## src/inc/home_pkg.sv

```systemverilog
// What this block does
// - Stop commands 56h/57h abort the search
// - Stop during inter-step timer halts timer
// - Busy bit set from start until the search returns to idle
// - Error sets axis error bit and cause bits
// - Six-bit state field in bits 14..9
// - States 0, 3, 6 for idle, step1, timer
// - Step 2 states 11, 15, 18, 20
// - States 23, 28, 32, 36 for steps 3-4
// - Servo alarm stops search, cause bit 4
// - Emergency stop stops search, cause bit 5
// - Step 3 limit stops, limit cause bit
// - Step 4 limit stops offset, limit cause
// - Z-phase active at Step 3 start errors
// - Steps 1-2 limit stops without error, except reverse limit in Step 2 escape
// - Step 1 input active skips to Step 2
// - Step 1 limit leads to Step 2 reverse search
// - Step 2 stuck input ends on reverse limit
// - Missing Z-phase ends Step 3 on limit
package home_pkg;
    // ========================================
    // Commands
    localparam logic [7:0] CMD_HOME    = 8'h5a;
    localparam logic [7:0] CMD_DEC_STP = 8'h56;
    localparam logic [7:0] CMD_INS_STP = 8'h57;
    // ========================================
    // Register offsets
    localparam logic [1:0] ADDR_CMD    = 2'h0;
    localparam logic [1:0] ADDR_MAIN   = 2'h0;
    localparam logic [1:0] ADDR_MODE   = 2'h1;
    localparam logic [1:0] ADDR_CAUSE  = 2'h2;
    localparam logic [1:0] ADDR_STATE  = 2'h3;
    // ========================================
    // Field positions
    localparam int BUSY_BIT   = 0;
    localparam int ERR_BIT    = 4;
    localparam int CAUSE_LMP  = 2;
    localparam int CAUSE_LMM  = 3;
    localparam int CAUSE_ALM  = 4;
    localparam int CAUSE_EMG  = 5;
    localparam int CAUSE_ZPH  = 6;
    localparam int STATE_LSB  = 9;
    localparam int MODE_S1EN  = 0;
    localparam int MODE_S2EN  = 1;
    localparam int MODE_S3EN  = 2;
    localparam int MODE_S4EN  = 3;
    localparam int MODE_TMEN  = 4;
    localparam int MODE_DIR   = 5;
    localparam logic [15:0] MODE_RST = 16'h000f;
    // ========================================
    // Timing
    localparam int CLK_HZ       = 25000000;
    localparam int TIMER_US     = 1000;
    localparam int TIMER_CYC    = (CLK_HZ / 1000000) * TIMER_US;
    // ========================================
    // Execution states
    typedef enum logic [5:0] {
        ST_IDLE   = 6'b000000,
        ST_S1     = 6'b000011,
        ST_T12    = 6'b000110,
        ST_S2REV  = 6'b001011,
        ST_S2ESC  = 6'b001111,
        ST_T2R    = 6'b010010,
        ST_S2FWD  = 6'b010100,
        ST_T23    = 6'b010111,
        ST_S3     = 6'b011100,
        ST_T34    = 6'b100000,
        ST_S4     = 6'b100100
    } srch_state_e;
    typedef struct packed {
        logic near_home;
        logic home;
        logic z_phase;
        logic lim_p;
        logic lim_m;
        logic alarm;
        logic emg;
    } sens_s;
endpackage : home_pkg

```

## src/hw/step_timer.sv

```systemverilog
`timescale 1ns/1ps
`default_nettype none
// ========================================
// Inter-step timer: counts while run, pulses done
module step_timer #(
    parameter int CYCLES = 25000
) (
    input  wire logic clk,
    input  wire logic rst,
    input  wire logic run,
    output logic      done
);
    logic [31:0] cnt_r;
    always_ff @(posedge clk or posedge rst) begin
        if (rst) begin
            cnt_r <= 32'h0;
            done  <= 1'b0;
        end else if (!run) begin
            cnt_r <= 32'h0;
            done  <= 1'b0;
        end else begin
            done  <= (cnt_r == 32'(CYCLES - 2));
            cnt_r <= cnt_r + 32'h1;
        end
    end
endmodule : step_timer
`default_nettype wire

```

## src/hw/home_search.sv

```systemverilog
// The register addresses and strobed register access are this design's own decisions.
`timescale 1ns/1ps
`default_nettype none
// ========================================
// Home search supervisor for one axis
module home_search
    import home_pkg::*;
#(
    parameter int TIMER_CYCLES = TIMER_CYC
) (
    // Clock and reset
    input  wire logic        SYS_CLK,
    input  wire logic        RST,
    // Register port
    input  wire logic [1:0]  ADDR,
    input  wire logic [15:0] WDATA,
    input  wire logic        WR,
    input  wire logic        RD,
    output logic      [15:0] RDATA,
    // Sensors, active high after input logic
    input  wire logic        NEAR_HOME,
    input  wire logic        HOME,
    input  wire logic        ZPHASE,
    input  wire logic        LIMIT_P,
    input  wire logic        LIMIT_M,
    input  wire logic        ALARM,
    input  wire logic        EMG_STOP,
    // Motion request to the pulse generator
    output logic             DRIVE,
    output logic             DIR_PLUS,
    output logic             STOP_INSTANT
);
    // ========================================
    // State
    srch_state_e state_r, state_nxt;
    logic        busy_r, err_r;
    logic [6:0]  cause_r;
    logic [15:0] mode_r;
    logic        z_prev_r;
    logic        s3_new_r;
    logic        tmr_done;
    logic        tmr_run;
    sens_s       sn;
    logic        cmd_home, cmd_stop;
    logic        dir;
    logic        lim_fwd, lim_rev;
    logic [6:0]  err_set;
    logic        fail;

    assign sn = '{NEAR_HOME, HOME, ZPHASE, LIMIT_P, LIMIT_M, ALARM, EMG_STOP};
    assign dir = mode_r[MODE_DIR];
    assign cmd_home = WR && (ADDR == ADDR_CMD) && (WDATA[7:0] == CMD_HOME);
    assign cmd_stop = WR && (ADDR == ADDR_CMD) &&
                      (WDATA[7:0] == CMD_DEC_STP || WDATA[7:0] == CMD_INS_STP);
    assign lim_fwd = dir ? sn.lim_p : sn.lim_m;
    assign lim_rev = dir ? sn.lim_m : sn.lim_p;

    // Timer runs only in timer states; leaving them halts it
    assign tmr_run = (state_r == ST_T12) || (state_r == ST_T2R) ||
                     (state_r == ST_T23) || (state_r == ST_T34);

    step_timer #(
        .CYCLES (TIMER_CYCLES)
    ) u_tmr (
        .clk  (SYS_CLK),
        .rst  (RST),
        .run  (tmr_run),
        .done (tmr_done)
    );

    // Limit bit of whichever direction is being driven
    function automatic logic [6:0] lim_cause(input logic plus);
        lim_cause = 7'h0;
        lim_cause[plus ? CAUSE_LMP : CAUSE_LMM] = 1'b1;
    endfunction : lim_cause

    // Next step after a finished one, honouring the step enables only
    function automatic srch_state_e after_step(input int step, input logic [15:0] m);
        srch_state_e t;
        t = ST_IDLE;
        if (step < 2 && m[MODE_S2EN]) begin
            t = ST_S2FWD;
        end else if (step < 3 && m[MODE_S3EN]) begin
            t = ST_S3;
        end else if (step < 4 && m[MODE_S4EN]) begin
            t = ST_S4;
        end
        after_step = t;
    endfunction : after_step

    // ========================================
    // Error detection
    always_comb begin
        err_set = 7'h0;
        if (state_r != ST_IDLE) begin
            if (sn.alarm) begin
                err_set[CAUSE_ALM] = 1'b1;
            end
            if (sn.emg) begin
                err_set[CAUSE_EMG] = 1'b1;
            end
            if ((state_r == ST_S3 || state_r == ST_S4) && lim_fwd) begin
                err_set = err_set | lim_cause(dir);
            end
            if (state_r == ST_S2ESC && lim_rev) begin
                err_set = err_set | lim_cause(!dir);
            end
            // Step 3 may be entered from idle or any earlier step, so test Z in its first cycle
            if (state_r == ST_S3 && s3_new_r && sn.z_phase) begin
                err_set[CAUSE_ZPH] = 1'b1;
            end
        end
    end
    assign fail = |err_set;

    // ========================================
    // Sequencer
    always_comb begin
        state_nxt = state_r;
        case (state_r)
            ST_IDLE: begin
                if (cmd_home) begin
                    if (mode_r[MODE_S1EN] && !sn.near_home) begin
                        state_nxt = ST_S1;
                    end else begin
                        state_nxt = after_step(1, mode_r);
                    end
                    if (state_nxt == ST_S2FWD && sn.home) begin
                        state_nxt = ST_S2ESC;
                    end
                end
            end
            ST_S1: begin
                if (sn.near_home || lim_fwd) begin
                    state_nxt = ST_T12;
                end
            end
            ST_T12: begin
                if (tmr_done || !mode_r[MODE_TMEN]) begin
                    state_nxt = sn.home ? ST_S2ESC : ST_S2REV;
                    if (!mode_r[MODE_S2EN]) begin
                        state_nxt = after_step(2, mode_r);
                    end
                end
            end
            ST_S2REV: begin
                if (sn.home || lim_rev) begin
                    state_nxt = ST_S2ESC;
                end
            end
            ST_S2ESC: begin
                if (!sn.home) begin
                    state_nxt = ST_T2R;
                end
            end
            ST_T2R: begin
                if (tmr_done || !mode_r[MODE_TMEN]) begin
                    state_nxt = ST_S2FWD;
                end
            end
            ST_S2FWD: begin
                if (sn.home) begin
                    state_nxt = ST_T23;
                end else if (lim_fwd) begin
                    state_nxt = ST_S2REV;
                end
            end
            ST_T23: begin
                if (tmr_done || !mode_r[MODE_TMEN]) begin
                    state_nxt = after_step(2, mode_r);
                end
            end
            ST_S3: begin
                if (sn.z_phase && !z_prev_r) begin
                    state_nxt = ST_T34;
                end
            end
            ST_T34: begin
                if (tmr_done || !mode_r[MODE_TMEN]) begin
                    state_nxt = after_step(3, mode_r);
                end
            end
            ST_S4: begin
                if (!DRIVE) begin
                    state_nxt = ST_IDLE;
                end
            end
            default: state_nxt = ST_IDLE;
        endcase
        // Abort wins over every step transition
        if (state_r != ST_IDLE && (cmd_stop || fail)) begin
            state_nxt = ST_IDLE;
        end
    end

    always_ff @(posedge SYS_CLK or posedge RST) begin
        if (RST) begin
            state_r  <= ST_IDLE;
            z_prev_r <= 1'b0;
            s3_new_r <= 1'b0;
        end else begin
            state_r  <= state_nxt;
            z_prev_r <= sn.z_phase;
            s3_new_r <= (state_nxt == ST_S3) && (state_r != ST_S3);
        end
    end

    // ========================================
    // Busy, error and cause
    always_ff @(posedge SYS_CLK or posedge RST) begin
        if (RST) begin
            busy_r <= 1'b0;
        end else begin
            busy_r <= (state_nxt != ST_IDLE);
        end
    end

    always_ff @(posedge SYS_CLK or posedge RST) begin
        if (RST) begin
            err_r   <= 1'b0;
            cause_r <= 7'h0;
        end else if (state_r == ST_IDLE && cmd_home) begin
            err_r   <= 1'b0;
            cause_r <= 7'h0;
        end else if (fail) begin
            err_r   <= 1'b1;
            cause_r <= cause_r | err_set;
        end
    end

    always_ff @(posedge SYS_CLK or posedge RST) begin
        if (RST) begin
            mode_r <= MODE_RST;
        end else if (WR && ADDR == ADDR_MODE && state_r == ST_IDLE) begin
            mode_r <= WDATA;
        end
    end

    // ========================================
    // Drive request: offset move is a fixed-length drive owned elsewhere,
    // so Step 4 ends when the drive request drops after one cycle here
    always_ff @(posedge SYS_CLK or posedge RST) begin
        if (RST) begin
            DRIVE        <= 1'b0;
            DIR_PLUS     <= 1'b0;
            STOP_INSTANT <= 1'b0;
        end else begin
            DRIVE <= (state_nxt == ST_S1) || (state_nxt == ST_S2REV) ||
                     (state_nxt == ST_S2ESC) || (state_nxt == ST_S2FWD) ||
                     (state_nxt == ST_S3) ||
                     (state_nxt == ST_S4 && state_r != ST_S4);
            DIR_PLUS <= ((state_nxt == ST_S2REV) || (state_nxt == ST_S2ESC)) ? !dir : dir;
            STOP_INSTANT <= (sn.alarm || sn.emg || (cmd_stop &&
                            WDATA[7:0] == CMD_INS_STP)) && state_r != ST_IDLE;
        end
    end

    // ========================================
    // Read port
    always_ff @(posedge SYS_CLK or posedge RST) begin
        if (RST) begin
            RDATA <= 16'h0;
        end else if (RD) begin
            if (ADDR == ADDR_MAIN) begin
                RDATA <= 16'h0;
                RDATA[BUSY_BIT] <= busy_r;
                RDATA[ERR_BIT]  <= err_r;
            end else if (ADDR == ADDR_MODE) begin
                RDATA <= mode_r;
            end else if (ADDR == ADDR_CAUSE) begin
                RDATA <= {9'h0, cause_r};
            end else begin
                RDATA <= {1'b0, state_r, 9'h0};
            end
        end else begin
            RDATA <= 16'h0;
        end
    end
endmodule : home_search
`default_nettype wire

```

## config.mk

```make
export PLATFORM = sky130hd
export DESIGN_NAME = home_search
export DESIGN_NICKNAME = d
export VERILOG_FILES = /design/src/inc/home_pkg.sv /design/src/hw/step_timer.sv /design/src/hw/home_search.sv
export SDC_FILE = /design/constraint.sdc
export NUM_CORES = 1
export LEC_CHECK = 0
export BUFFER_PORTS_ARGS = -buffer_cell sky130_fd_sc_hd__buf_2
export CAP_MARGIN = 20
export CORE_ASPECT_RATIO = 0.6
export CORE_UTILIZATION = 35
export DETAILED_ROUTE_END_ITERATION = 8
export GPL_ROUTABILITY_DRIVEN = 0
export SLEW_MARGIN = 10
export SYNTH_ARGS = -nofsm -noshare
export SYNTH_HDL_FRONTEND = slang
export SYNTH_SLANG_ARGS = --single-unit
```

## constraint.sdc

```tcl
create_clock -name SYS_CLK -period 2.31 [get_ports SYS_CLK]
set_input_delay 0.231 -clock SYS_CLK [delete_from_list [all_inputs] [get_ports SYS_CLK]]
set_output_delay 0.231 -clock SYS_CLK [all_outputs]
set_load 0.05 [all_outputs]
```

==> results of run 1 <==
-- cells in the mapped netlist, types with 3 or more instances --
cell,count
clkbuf_1,15
xor2_1,13
nor2_1,62
and3_1,9
nand3_1,18
nand2b_1,6
o21ai_0,15
o211ai_1,4
buf_1,3
mux2_2,17
mux2i_1,10
nor2b_1,10
a22oi_1,6
nor4b_1,6
a211oi_1,6
a21oi_1,14
a31oi_1,9
or3_1,7
dfstp_2,4
xnor2_1,16
nand4_1,12
dfrtp_1,79
nand2_1,23
inv_1,11
nor4_1,8
nor3_1,13
and2_1,8
-- worst min-delay path by stage --
stage	endpoint	slack [ns]	cells past startpoint
3_3_place_gp	mode_r[13]$_DFFE_PP0P_	0.38	3
5_1_grt	mode_r[10]$_DFFE_PP0P_	0.03	3
4_1_cts	mode_r[13]$_DFFE_PP0P_	0.02	3
2_1_floorplan	z_prev_r$_DFF_PP0_	0.26	0
3_5_place_dp	mode_r[13]$_DFFE_PP0P_	0.39	3
6_report	mode_r[11]$_DFFE_PP0P_	-0.004	3
-- stage by stage --
stage | TNS (ns) | area [sq um] | worst slack (ns) | utilization [%]
4_1_cts | 0 | 5480 | 0.00442 | 45.5
2_1_floorplan | 0 | 4360 | 0.00452 | -
6_report | 0 | 5570 | 0.0294 | 46.2
5_1_grt | -0.0986 | 5570 | -0.0488 | 46.2
3_5_place_dp | -0.800 | 5100 | -0.236 | 42.3
3_3_place_gp | -0.573 | 5100 | -0.114 | 42.3
-- power breakdown --
part           switching (W)  internal [W]
clock               0.000627       0.00108
sequential         0.0000765       0.00154
combinational       0.000250      0.000168
-- cells by family (layout without fill, tap and decap cells) --
logic type | Yosys count | count (layout) | synth area share [%]
buffers and inverters | 30 | 126 | 2.62
DFF | 83 | 83 | 47.9
AOI/OAI and AO/OA | 73 | 73 | 11.1
muxes | 27 | 27 | 6.71
xor gates and xnor gates | 29 | 29 | 5.84
adders and majority gates | 2 | 2 | 0.575
and+or+nand+nor | 203 | 203 | 25.2
-- final cells by class --
class	instances	area [sq um]	area share [%]
multi-input cells	334	2240	40.2
repair buffers	99	638	11.5
clock buffers	9	225	4.04
clock inverters	7	130	2.34
well taps	165	206	3.71
inverters	11	45.0	0.808
flip-flops and latches	83	2090	37.5
-- state kept, by name, summed over array words and instances (netlist names), 5 cells and up --
register and flops:
cause_r 5, mode_r 16, u_tmr.cnt_r 32, state_r 6, RDATA 16
-- placed cells by master (no fill, tap or decap), types with 10 or more instances in the layout --
cell type	count
dfrtp_1	74
o21ai_0	15
buf_4	50
nand3_1	18
xnor2_1	16
mux2_2	17
nand2_1	23
a21oi_1	13
nor2_1	60
nor3_1	11
nand4_1	12
buf_2	47
inv_1	10
mux2i_1	10
xor2_1	13
-- layer usage --
| metal | GRT usage (%) | share of wire, % |
|---|---|---|
| met1 | 29.2 | 53 |
| met2 | 25.5 | 38 |
| met3 | 5.88 | 8.2 |
| met4 | 4.21 | 0.61 |
| met5 | 0 | 0 |
-- worst max-delay path: stages, from the launching register on --
cell,delay (ns)
dfrtp_2,0.46
or4b_4,0.56
or2_2,0.30
a211oi_1,0.22
o32ai_1,0.15
a41oi_2,0.31
a32o_1,0.22
-- repair_timing --
action	CTS	global route
buffers inserted	0	4
resized for setup	6	17
pin swaps	0	1
setup endpoints to repair	8	18
==> results.sh, run 1 <==
export IMPL_run_status="complete, but fails checks"
export IMPL_failed_checks="hold timing"
export IMPL_timing_hold_violations_final=8
export IMPL_initialDrtViolationCount=285
export IMPL_grt_pass1_vias=3548
export IMPL_areaGrowthSynthToFinish_pct=28.1
export IMPL_avgSynthCellArea_sq_um=9.73
export IMPL_design_die_area_sq_mm=0.0129
export IMPL_reg2reg_from="state_r[1]$_DFF_PP0_"
export IMPL_initial_utilization_pct=36.0
export IMPL_postCtsHoldBufs=0
export IMPL_ys_seq_elements=83
export IMPL_die_h_um=88.3
export IMPL_place_detailed_hpwl_mm=8.58
export IMPL_num_fill_cells=1148
export IMPL_cts_sinks=83
export IMPL_worst_ep_required_time_ns=2.58
export IMPL_synthesis_nets=478
export IMPL_cts_inserted_buffers=9
export IMPL_synthesis_area_sq_mm=0.00435
export IMPL_routed_wl_mm=11.7
export IMPL_std_cell_rows=31
export IMPL_cts_reportedPaths_clkPinSlew_ns=0.07
export IMPL_grt_first_pass_wirelength_mm=18.9
export IMPL_max_cap_violations=0
export IMPL_synth_edff_count=0
export IMPL_globalRouteOverflowTotal=0
export IMPL_final_instance_count_excl_fill=708
export IMPL_design_core_area_sq_mm=0.0121
export IMPL_worstSetupStartpointType="register"
export IMPL_drv_slew=0
export IMPL_worst_setup_path_end_kind="register"
export IMPL_worst_setup_path_startpoint="state_r[1]$_DFF_PP0_"
export IMPL_timing_hold_worst_class="input pin to asynchronous set/reset pin"
export IMPL_grt_antenna_before_repair=0
export IMPL_r2r_cells=6
export IMPL_clock_tree_buffer_depth=2
export IMPL_drc_errors=0
export IMPL_timing_critical_path_fanout_max=8
export IMPL_synth_top_cells_by_area="dfrtp_1 45%, nor2_1 5.4%, mux2_2 4.4%, xnor2_1 3.2%, xor2_1 2.6%"
export IMPL_later_pin_clock_latency_in_the_skew_report_ns=0.34
export IMPL_cellPowerDensity_mw_per_mm2=671
export IMPL_num_vias=3751
export IMPL_fmax_ghz=0.438
export IMPL_die_w_um=146
export IMPL_vdd_drop_max_mv=0.364
export IMPL_reg2reg_to="DRIVE$_DFF_PP0_"
export IMPL_worst_endpoint_arrival_ns=2.55
export IMPL_hold_ws_ns=-0.00351
export IMPL_htree_levels=3
export IMPL_diodes=0
export IMPL_grt_start_max_net_pins=84
export IMPL_final_setup_viol_count=0
export IMPL_period_minus_slack_ns=2.28
export IMPL_drt_pass_1_iters=5
export IMPL_yosys_area_top_type_share_pct=45.5
export IMPL_synth_yosys_seq_area_share_pct=47.9
export IMPL_finalClockSkew_ns=0.0106
export IMPL_rsz0062_at_grt="yes"
export IMPL_antenna_violating_nets_post_route=0
export IMPL_clockRootBuffer="clkbuf_16"
export IMPL_buffer_ports_inserted=47
export IMPL_dpl_cell_count=688
export IMPL_boundaryPins=48
export IMPL_post_synth_inst_count=447
export IMPL_synth_largest_area_cell="dfrtp_1"
export IMPL_p_total_w=0.00374
export IMPL_tritoncts_clock_tree="done"
export IMPL_number_of_distinct_standard_cells_referenced_by_the_synthesized_netlist=59
export IMPL_power_leakage_nw=2.41
export IMPL_criticalPathCategory="register to register"
export IMPL_final_layout_size_suffix_gt1_share_pct=30.6
export IMPL_finalCritPeriodShare_pct=98.7
export IMPL_synth_warning_count=0
export IMPL_worst_pin_slew_ns=0.536
export IMPL_globalRouteTotalUtil_pct=19.0
export IMPL_headroom_to_the_max_slew_limit_pct=64.2
export IMPL_internal_reg_to_reg_setup_slack_ns=0.03
export IMPL_post_drt_via_cell_ratio=5.30
export IMPL_yosys_most_used_dff="dfrtp_1"
export IMPL_fin_nets=569
export IMPL_setup_worst_path_end="DRIVE$_DFF_PP0_"
export IMPL_postSynth_asyncResetShare_pct=100
export IMPL_post_drt_wl_per_cell_um=16.5
Note: power is estimated with default switching activity, not from simulation.
==> inputs of run 2 (changes only) <==
--- a/config.mk
+++ b/config.mk
@@ -7,11 +7,12 @@
 export LEC_CHECK = 0
 export BUFFER_PORTS_ARGS = -buffer_cell sky130_fd_sc_hd__buf_2
 export CAP_MARGIN = 20
-export CORE_ASPECT_RATIO = 0.6
+export CORE_ASPECT_RATIO = 1.5
 export CORE_UTILIZATION = 35
 export DETAILED_ROUTE_END_ITERATION = 8
 export GPL_ROUTABILITY_DRIVEN = 0
 export SLEW_MARGIN = 10
 export SYNTH_ARGS = -nofsm -noshare
 export SYNTH_HDL_FRONTEND = slang
+export SYNTH_HIERARCHICAL = 1
 export SYNTH_SLANG_ARGS = --single-unit
==> results.sh, run 2 <==
export IMPL_switching_power_w=0.000875
export IMPL_synthesis_area_sq_mm=0.00440
export IMPL_place_detailed_hpwl_mm=9.06
export IMPL_grt_first_pass_wirelength_mm=19.4
export IMPL_final_setup_viol_count=0
export IMPL_switching_share_pct=26.6
export IMPL_synth_top_cells_by_area="dfrtp_1 45%, nand2_1 4.2%, mux2_2 4.1%, mux2i_1 3.4%, nor2_1 3.2%"
export IMPL_run_status="complete, no violations"
export IMPL_worst_endpoint_arrival_ns=2.52
export IMPL_worst_pin_slew_ns=0.573
export IMPL_cts_sinks=83
export IMPL_drv_slew=0
export IMPL_htree_levels=3
export IMPL_final_layout_size_suffix_gt1_share_pct=31.8
export IMPL_boundaryPins=48
export IMPL_later_pin_clock_latency_in_the_skew_report_ns=0.34
export IMPL_worstPathBufferInverterCount=2
export IMPL_antenna_violating_nets_post_route=0
export IMPL_finalClockSkew_ns=0.00793
export IMPL_synth_edff_count=0
export IMPL_grt_start_max_net_pins=34
export IMPL_clockRootBuffer="clkbuf_16"
export IMPL_tritoncts_clock_tree="done"
export IMPL_internal_reg_to_reg_setup_slack_ns=0.01
export IMPL_power_leakage_nw=2.44
export IMPL_worst_ep_required_time_ns=2.53
export IMPL_slowest_stage="a2111o_1"
export IMPL_hold_ws_ns=0.115
export IMPL_max_flop_register="u_tmr/cnt_r"
export IMPL_post_drt_via_cell_ratio=5.46
export IMPL_die_h_um=139
export IMPL_diodes=0
export IMPL_timing_critical_path_max_delay_family="compound AO/OA/AOI/OAI gates"
export IMPL_rsz0062_at_grt="yes"
export IMPL_grt_antenna_before_repair=0
export IMPL_avgSynthCellArea_sq_um=9.84
export IMPL_yosys_area_top_type_share_pct=44.9
export IMPL_power_share_sequential_pct=48.6
export IMPL_cellPowerDensity_mw_per_mm2=589
export IMPL_grt_pass1_vias=4017
export IMPL_fin_nets=582
export IMPL_num_vias=3873
export IMPL_drc_errors=0
export IMPL_initial_utilization_pct=36.2
export IMPL_cts_inserted_buffers=9
export IMPL_design_core_area_sq_mm=0.0121
export IMPL_initialDrtViolationCount=182
export IMPL_vdd_drop_max_mv=0.339
export IMPL_post_drt_wl_per_cell_um=17.1
export IMPL_period_minus_slack_ns=2.30
export IMPL_synthesis_nets=478
export IMPL_share_comb_of_total_power_pct=11.4
export IMPL_finalCritPeriodShare_pct=99.6
export IMPL_std_cell_rows=49
export IMPL_timing_hold_violations_final=0
export IMPL_worst_setup_path_end_kind="register"
export IMPL_worstSetupStartpointType="register"
export IMPL_yosys_most_used_dff="dfrtp_1"
export IMPL_clock_tree_buffer_depth=2
export IMPL_timing_hold_worst_class="input pin to register"
export IMPL_timing_critical_path_fanout_max=6
export IMPL_cp_cell_sequence="buf_6 -> nand3b_1 -> a2111o_1 -> a32oi_2 -> o31a_4 -> a21oi_2 -> buf_4 -> or3_1"
export IMPL_power_clock_fraction_pct=40.0
export IMPL_areaGrowthSynthToFinish_pct=27.0
export IMPL_design_die_area_sq_mm=0.0130
export IMPL_post_synth_top_count_cell="dfrtp_1"
export IMPL_postLayoutCoreUtil_pct=46.0
export IMPL_buffer_ports_inserted=47
export IMPL_number_of_distinct_standard_cells_referenced_by_the_synthesized_netlist=63
export IMPL_routed_wl_mm=12.1
export IMPL_cts_reportedPaths_clkPinSlew_ns=0.06
export IMPL_post_synth_inst_count=447
export IMPL_num_fill_cells=1181
export IMPL_ys_seq_elements=83
export IMPL_synth_common_cells="79 x dfrtp_1, 49 x nand2_1, 37 x nor2_1"
export IMPL_drt_pass_1_iters=4
export IMPL_fmax_ghz=0.435
export IMPL_synth_largest_area_cell="dfrtp_1"
export IMPL_criticalPathCategory="register to register"
export IMPL_globalRouteTotalUtil_pct=19.2
export IMPL_globalRouteOverflowTotal=0
export IMPL_headroom_to_the_max_slew_limit_pct=61.7
export IMPL_die_w_um=93.5
export IMPL_synth_yosys_seq_area_share_pct=47.3
export IMPL_fin_setup_tns_ns=0
export IMPL_max_stage_delay_ns=0.45
export IMPL_postSynth_asyncResetShare_pct=100
export IMPL_p_int_w=0.00242
export IMPL_reg_top3="u_tmr/cnt_r (32), RDATA (16), mode_r (16)"
export IMPL_max_cap_violations=0
export IMPL_leading_cell_type_in_the_layout_fill_and_taps_excluded="dfrtp_1"
export IMPL_synth_warning_count=6
export IMPL_highest_count_cells_in_the_layout_ignoring_fill_and_taps="77 x dfrtp_1, 62 x buf_4, 49 x nand2_1"
export IMPL_largest_register_ffs=32
run 2: metrics by stage:
stage / cells / total power, W / instance area (sq um) / setup slack [ns]
after floorplan: 447 / 0.00185 / 4400 / 0.0354
after global placement: 687 / 0.00199 / 5180 / -0.155
after detailed placement: 687 / 0.00200 / 5180 / -0.106
after CTS: 708 / 0.00332 / 5510 / 0.00735
after global routing: 709 / 0.00342 / 5590 / -0.0609
final: 709 / 0.00329 / 5590 / 0.00975
run 2: cell type report:
type / instances / area (sq um) / share of cell area (%)
Sequential cell: 83 / 2080 / 37.3
Clock inverter: 6 / 41.3 / 0.739
Timing Repair Buffer: 112 / 733 / 13.1
Clock buffer: 10 / 229 / 4.10
Multi-Input combinational cell: 333 / 2260 / 40.5
Tap cell: 153 / 191 / 3.43
Inverter: 12 / 45.0 / 0.806
run 2: path summary, 6_finish.rpt:
kind                                     endpoint  depth (start not counted)                    from
max                              busy_r$_DFF_PP0_                          8    state_r[5]$_DFF_PP0_
min                            z_prev_r$_DFF_PP0_                          2                  ZPHASE
max reg2reg                      busy_r$_DFF_PP0_                          8    state_r[5]$_DFF_PP0_
min reg2reg                mode_r[12]$_DFFE_PP0P_                          1  mode_r[12]$_DFFE_PP0P_
max in group asynchronous   mode_r[2]$_DFFE_PP1P_                          4                     RST
min in group asynchronous    state_r[3]$_DFF_PP0_                          3                     RST
run 2: power groups by stage:
stage | Clock, W | Sequential (W) | Combinational, W
after floorplan | 0 | 0.00165 | 0.000198
after global placement | 0 | 0.00162 | 0.000367
after detailed placement | 0 | 0.00162 | 0.000372
after CTS | 0.00134 | 0.00160 | 0.000376
after global routing | 0.00141 | 0.00161 | 0.000409
final | 0.00132 | 0.00160 | 0.000376
run 2: logic make-up (layout without fill, tap and decap cells):
kind of cell / after synthesis / after routing / share of synthesized area, %
compound gates: 85 / 85 / 13.4
xor+xnor: 13 / 13 / 2.59
fa+ha+maj: 2 / 2 / 0.569
buf+inv: 31 / 140 / 3.13
flops: 83 / 83 / 47.3
mux: 31 / 31 / 7.51
simple gates: 202 / 202 / 25.5
run 2: routing by layer:
layer	part of all wire (%)	global-route usage, %	vias up	routed length [um]
li1	-	-	1853	-
met1	39	20.0	1870	4710
met2	53	35.6	112	6410
met3	3.7	3.17	38	445
met4	4.5	10.9	0	547
met5	0	0	-	0
run 2: timing repair:
action                                  CTS  global route
endpoints found under the setup margin    5             5
hold endpoints to repair                 25             0
gates resized for setup                   5            15
pin swaps                                 3             2
hold buffers                              1             0
buffers inserted                          4             1
==> inputs of run 3 (changes only) <==
--- a/config.mk
+++ b/config.mk
@@ -8,7 +8,7 @@
 export BUFFER_PORTS_ARGS = -buffer_cell sky130_fd_sc_hd__buf_2
 export CAP_MARGIN = 20
 export CORE_ASPECT_RATIO = 1.5
-export CORE_UTILIZATION = 35
+export CORE_UTILIZATION = 43
 export DETAILED_ROUTE_END_ITERATION = 8
 export GPL_ROUTABILITY_DRIVEN = 0
 export SLEW_MARGIN = 10
==> results.sh, run 3 (synthesis gave the netlist of run 2 again) <==
export IMPL_p_total_w=0.00334
export IMPL_num_vias=3817
export IMPL_setup_worst_path_end="busy_r$_DFF_PP0_"
export IMPL_areaGrowthSynthToFinish_pct=22.3
export IMPL_htree_levels=3
export IMPL_grt_start_max_net_pins=38
export IMPL_period_minus_slack_ns=2.30
export IMPL_final_layout_size_suffix_gt1_share_pct=29.4
export IMPL_highest_count_cells_in_the_layout_ignoring_fill_and_taps="77 x dfrtp_1, 49 x nand2_1, 47 x buf_2"
export IMPL_criticalPathCategory="register to register"
export IMPL_buffer_ports_inserted=47
export IMPL_initialDrtViolationCount=250
export IMPL_place_detailed_hpwl_mm=8.50
export IMPL_reg2reg_from="state_r[5]$_DFF_PP0_"
export IMPL_p_int_w=0.00243
export IMPL_die_h_um=126
export IMPL_worst_endpoint_arrival_ns=2.52
export IMPL_tritoncts_clock_tree="done"
export IMPL_clock_tree_buffer_depth=2
export IMPL_postLayoutCoreUtil_pct=54.9
export IMPL_grt_pass1_vias=3787
export IMPL_antenna_violating_nets_post_route=0
export IMPL_design_die_area_sq_mm=0.0106
export IMPL_rsz0062_at_grt="yes"
export IMPL_std_cell_rows=44
export IMPL_later_pin_clock_latency_in_the_skew_report_ns=0.34
export IMPL_initial_utilization_pct=44.9
export IMPL_timing_hold_worst_class="input pin to register"
export IMPL_finalClockSkew_ns=0.0108
export IMPL_run_status="complete, but fails checks"
export IMPL_timing_hold_violations_final=0
export IMPL_worstSetupStartpointType="register"
export IMPL_drc_errors=2
export IMPL_largest_register_ffs=32
export IMPL_routed_wl_mm=11.5
export IMPL_r2r_cells=7
export IMPL_reg2reg_to="busy_r$_DFF_PP0_"
export IMPL_share_comb_of_total_power_pct=11.3
export IMPL_grt_antenna_before_repair=0
export IMPL_globalRouteTotalUtil_pct=22.7
export IMPL_clockRootBuffer="clkbuf_16"
export IMPL_post_drt_wl_per_cell_um=17.7
export IMPL_internal_reg_to_reg_setup_slack_ns=0.006
export IMPL_leading_cell_type_in_the_layout_fill_and_taps_excluded="dfrtp_1"
export IMPL_final_setup_viol_count=0
export IMPL_cts_inserted_buffers=9
export IMPL_failed_checks="DRC"
export IMPL_drt_pass_1_iters=9
export IMPL_cellPowerDensity_mw_per_mm2=621
export IMPL_headroom_to_the_max_slew_limit_pct=48.2
export IMPL_worst_setup_path_end_kind="register"
export IMPL_num_fill_cells=908
export IMPL_worst_ep_required_time_ns=2.52
export IMPL_finalCritPeriodShare_pct=99.7
export IMPL_vdd_drop_max_mv=0.340
export IMPL_grt_first_pass_wirelength_mm=18.7
export IMPL_worst_setup_path_startpoint="state_r[5]$_DFF_PP0_"
export IMPL_cts_sinks=83
export IMPL_die_w_um=84.6
export IMPL_timing_critical_path_fanout_max=6
export IMPL_power_clock_fraction_pct=41.0
export IMPL_hold_ws_ns=0.0529
export IMPL_worst_pin_slew_ns=0.777
export IMPL_max_flop_register="u_tmr/cnt_r"
export IMPL_max_cap_violations=0
export IMPL_fin_nets=564
export IMPL_power_share_sequential_pct=47.7
export IMPL_power_leakage_nw=2.35
export IMPL_switching_share_pct=27.4
export IMPL_post_drt_via_cell_ratio=5.85
export IMPL_cts_reportedPaths_clkPinSlew_ns=0.07
export IMPL_switching_power_w=0.000915
export IMPL_globalRouteOverflowTotal=0
export IMPL_boundaryPins=48
export IMPL_design_core_area_sq_mm=0.00980
export IMPL_diodes=0
export IMPL_drv_slew=0
export IMPL_reg_top3="u_tmr/cnt_r (32), RDATA (16), mode_r (16)"
export IMPL_fmax_ghz=0.434
[run 3: layer usage]
layer / GRT usage, % / part of all wire [%] / up-vias
li1: - / - / 1813
met2: 41.6 / 53 / 116
met4: 12.4 / 4.8 / 0
met1: 24.0 / 37 / 1852
met3: 4.98 / 4.4 / 36
met5: 0 / 0 / -
[run 3: worst min-delay path by stage]
stage	startpoint	endpoint	depth (start not counted)
after global placement	RST	u_tmr/cnt_r[25]$_DFF_PP0_	3
after global routing	ZPHASE	z_prev_r$_DFF_PP0_	1
final	ZPHASE	z_prev_r$_DFF_PP0_	1
after floorplan	ZPHASE	z_prev_r$_DFF_PP0_	0
after detailed placement	RST	u_tmr/cnt_r[29]$_DFF_PP0_	3
after CTS	ZPHASE	z_prev_r$_DFF_PP0_	1
[run 3: metrics by stage]
stage	TNS, ns	instances	setup WS [ns]	area [sq um]
after CTS	0	651	0.00372	5320
after global routing	-0.130	653	-0.0628	5380
after detailed placement	-0.293	634	-0.147	5020
final	0	653	0.00580	5380
after global placement	-0.102	634	-0.0587	5020
after floorplan	0	447	0.0354	4400
[run 3: timing repair]
| item | CTS | global route |
|---|---|---|
| hold endpoints to repair | 1 | 0 |
| gates resized for setup | 4 | 10 |
| pin swaps | 2 | 4 |
| buffers inserted | 0 | 2 |
| hold buffers | 1 | 0 |
| setup endpoints to repair | 4 | 7 |
| cloned | 0 | 0 |
[run 3: worst max-delay path, cell delays in order, from the launching register on]
cell	delay, ns
dfrtp_1	0.41
buf_4	0.16
nand3b_1	0.18
a2111o_1	0.44
a32oi_2	0.31
o31a_4	0.24
nor2_1	0.06
or3_1	0.38
[run 3: cell type report]
class | count | area [sq um] | share of cell area (%)
clock buffers | 9 | 225 | 4.19
multi-input cells | 333 | 2230 | 41.5
inverters | 12 | 45.0 | 0.837
repair buffers | 94 | 591 | 11.0
well taps | 115 | 144 | 2.67
clock inverters | 7 | 57.6 | 1.07
flip-flops and latches | 83 | 2080 | 38.7
[run 3: power by group through the flow]
stage	clock network (W)	registers, W	logic, W
2_1_floorplan	0	0.00165	0.000198
3_3_place_gp	0	0.00162	0.000368
3_5_place_dp	0	0.00162	0.000373
4_1_cts	0.00140	0.00160	0.000376
5_1_grt	0.00145	0.00160	0.000414
6_report	0.00137	0.00160	0.000377
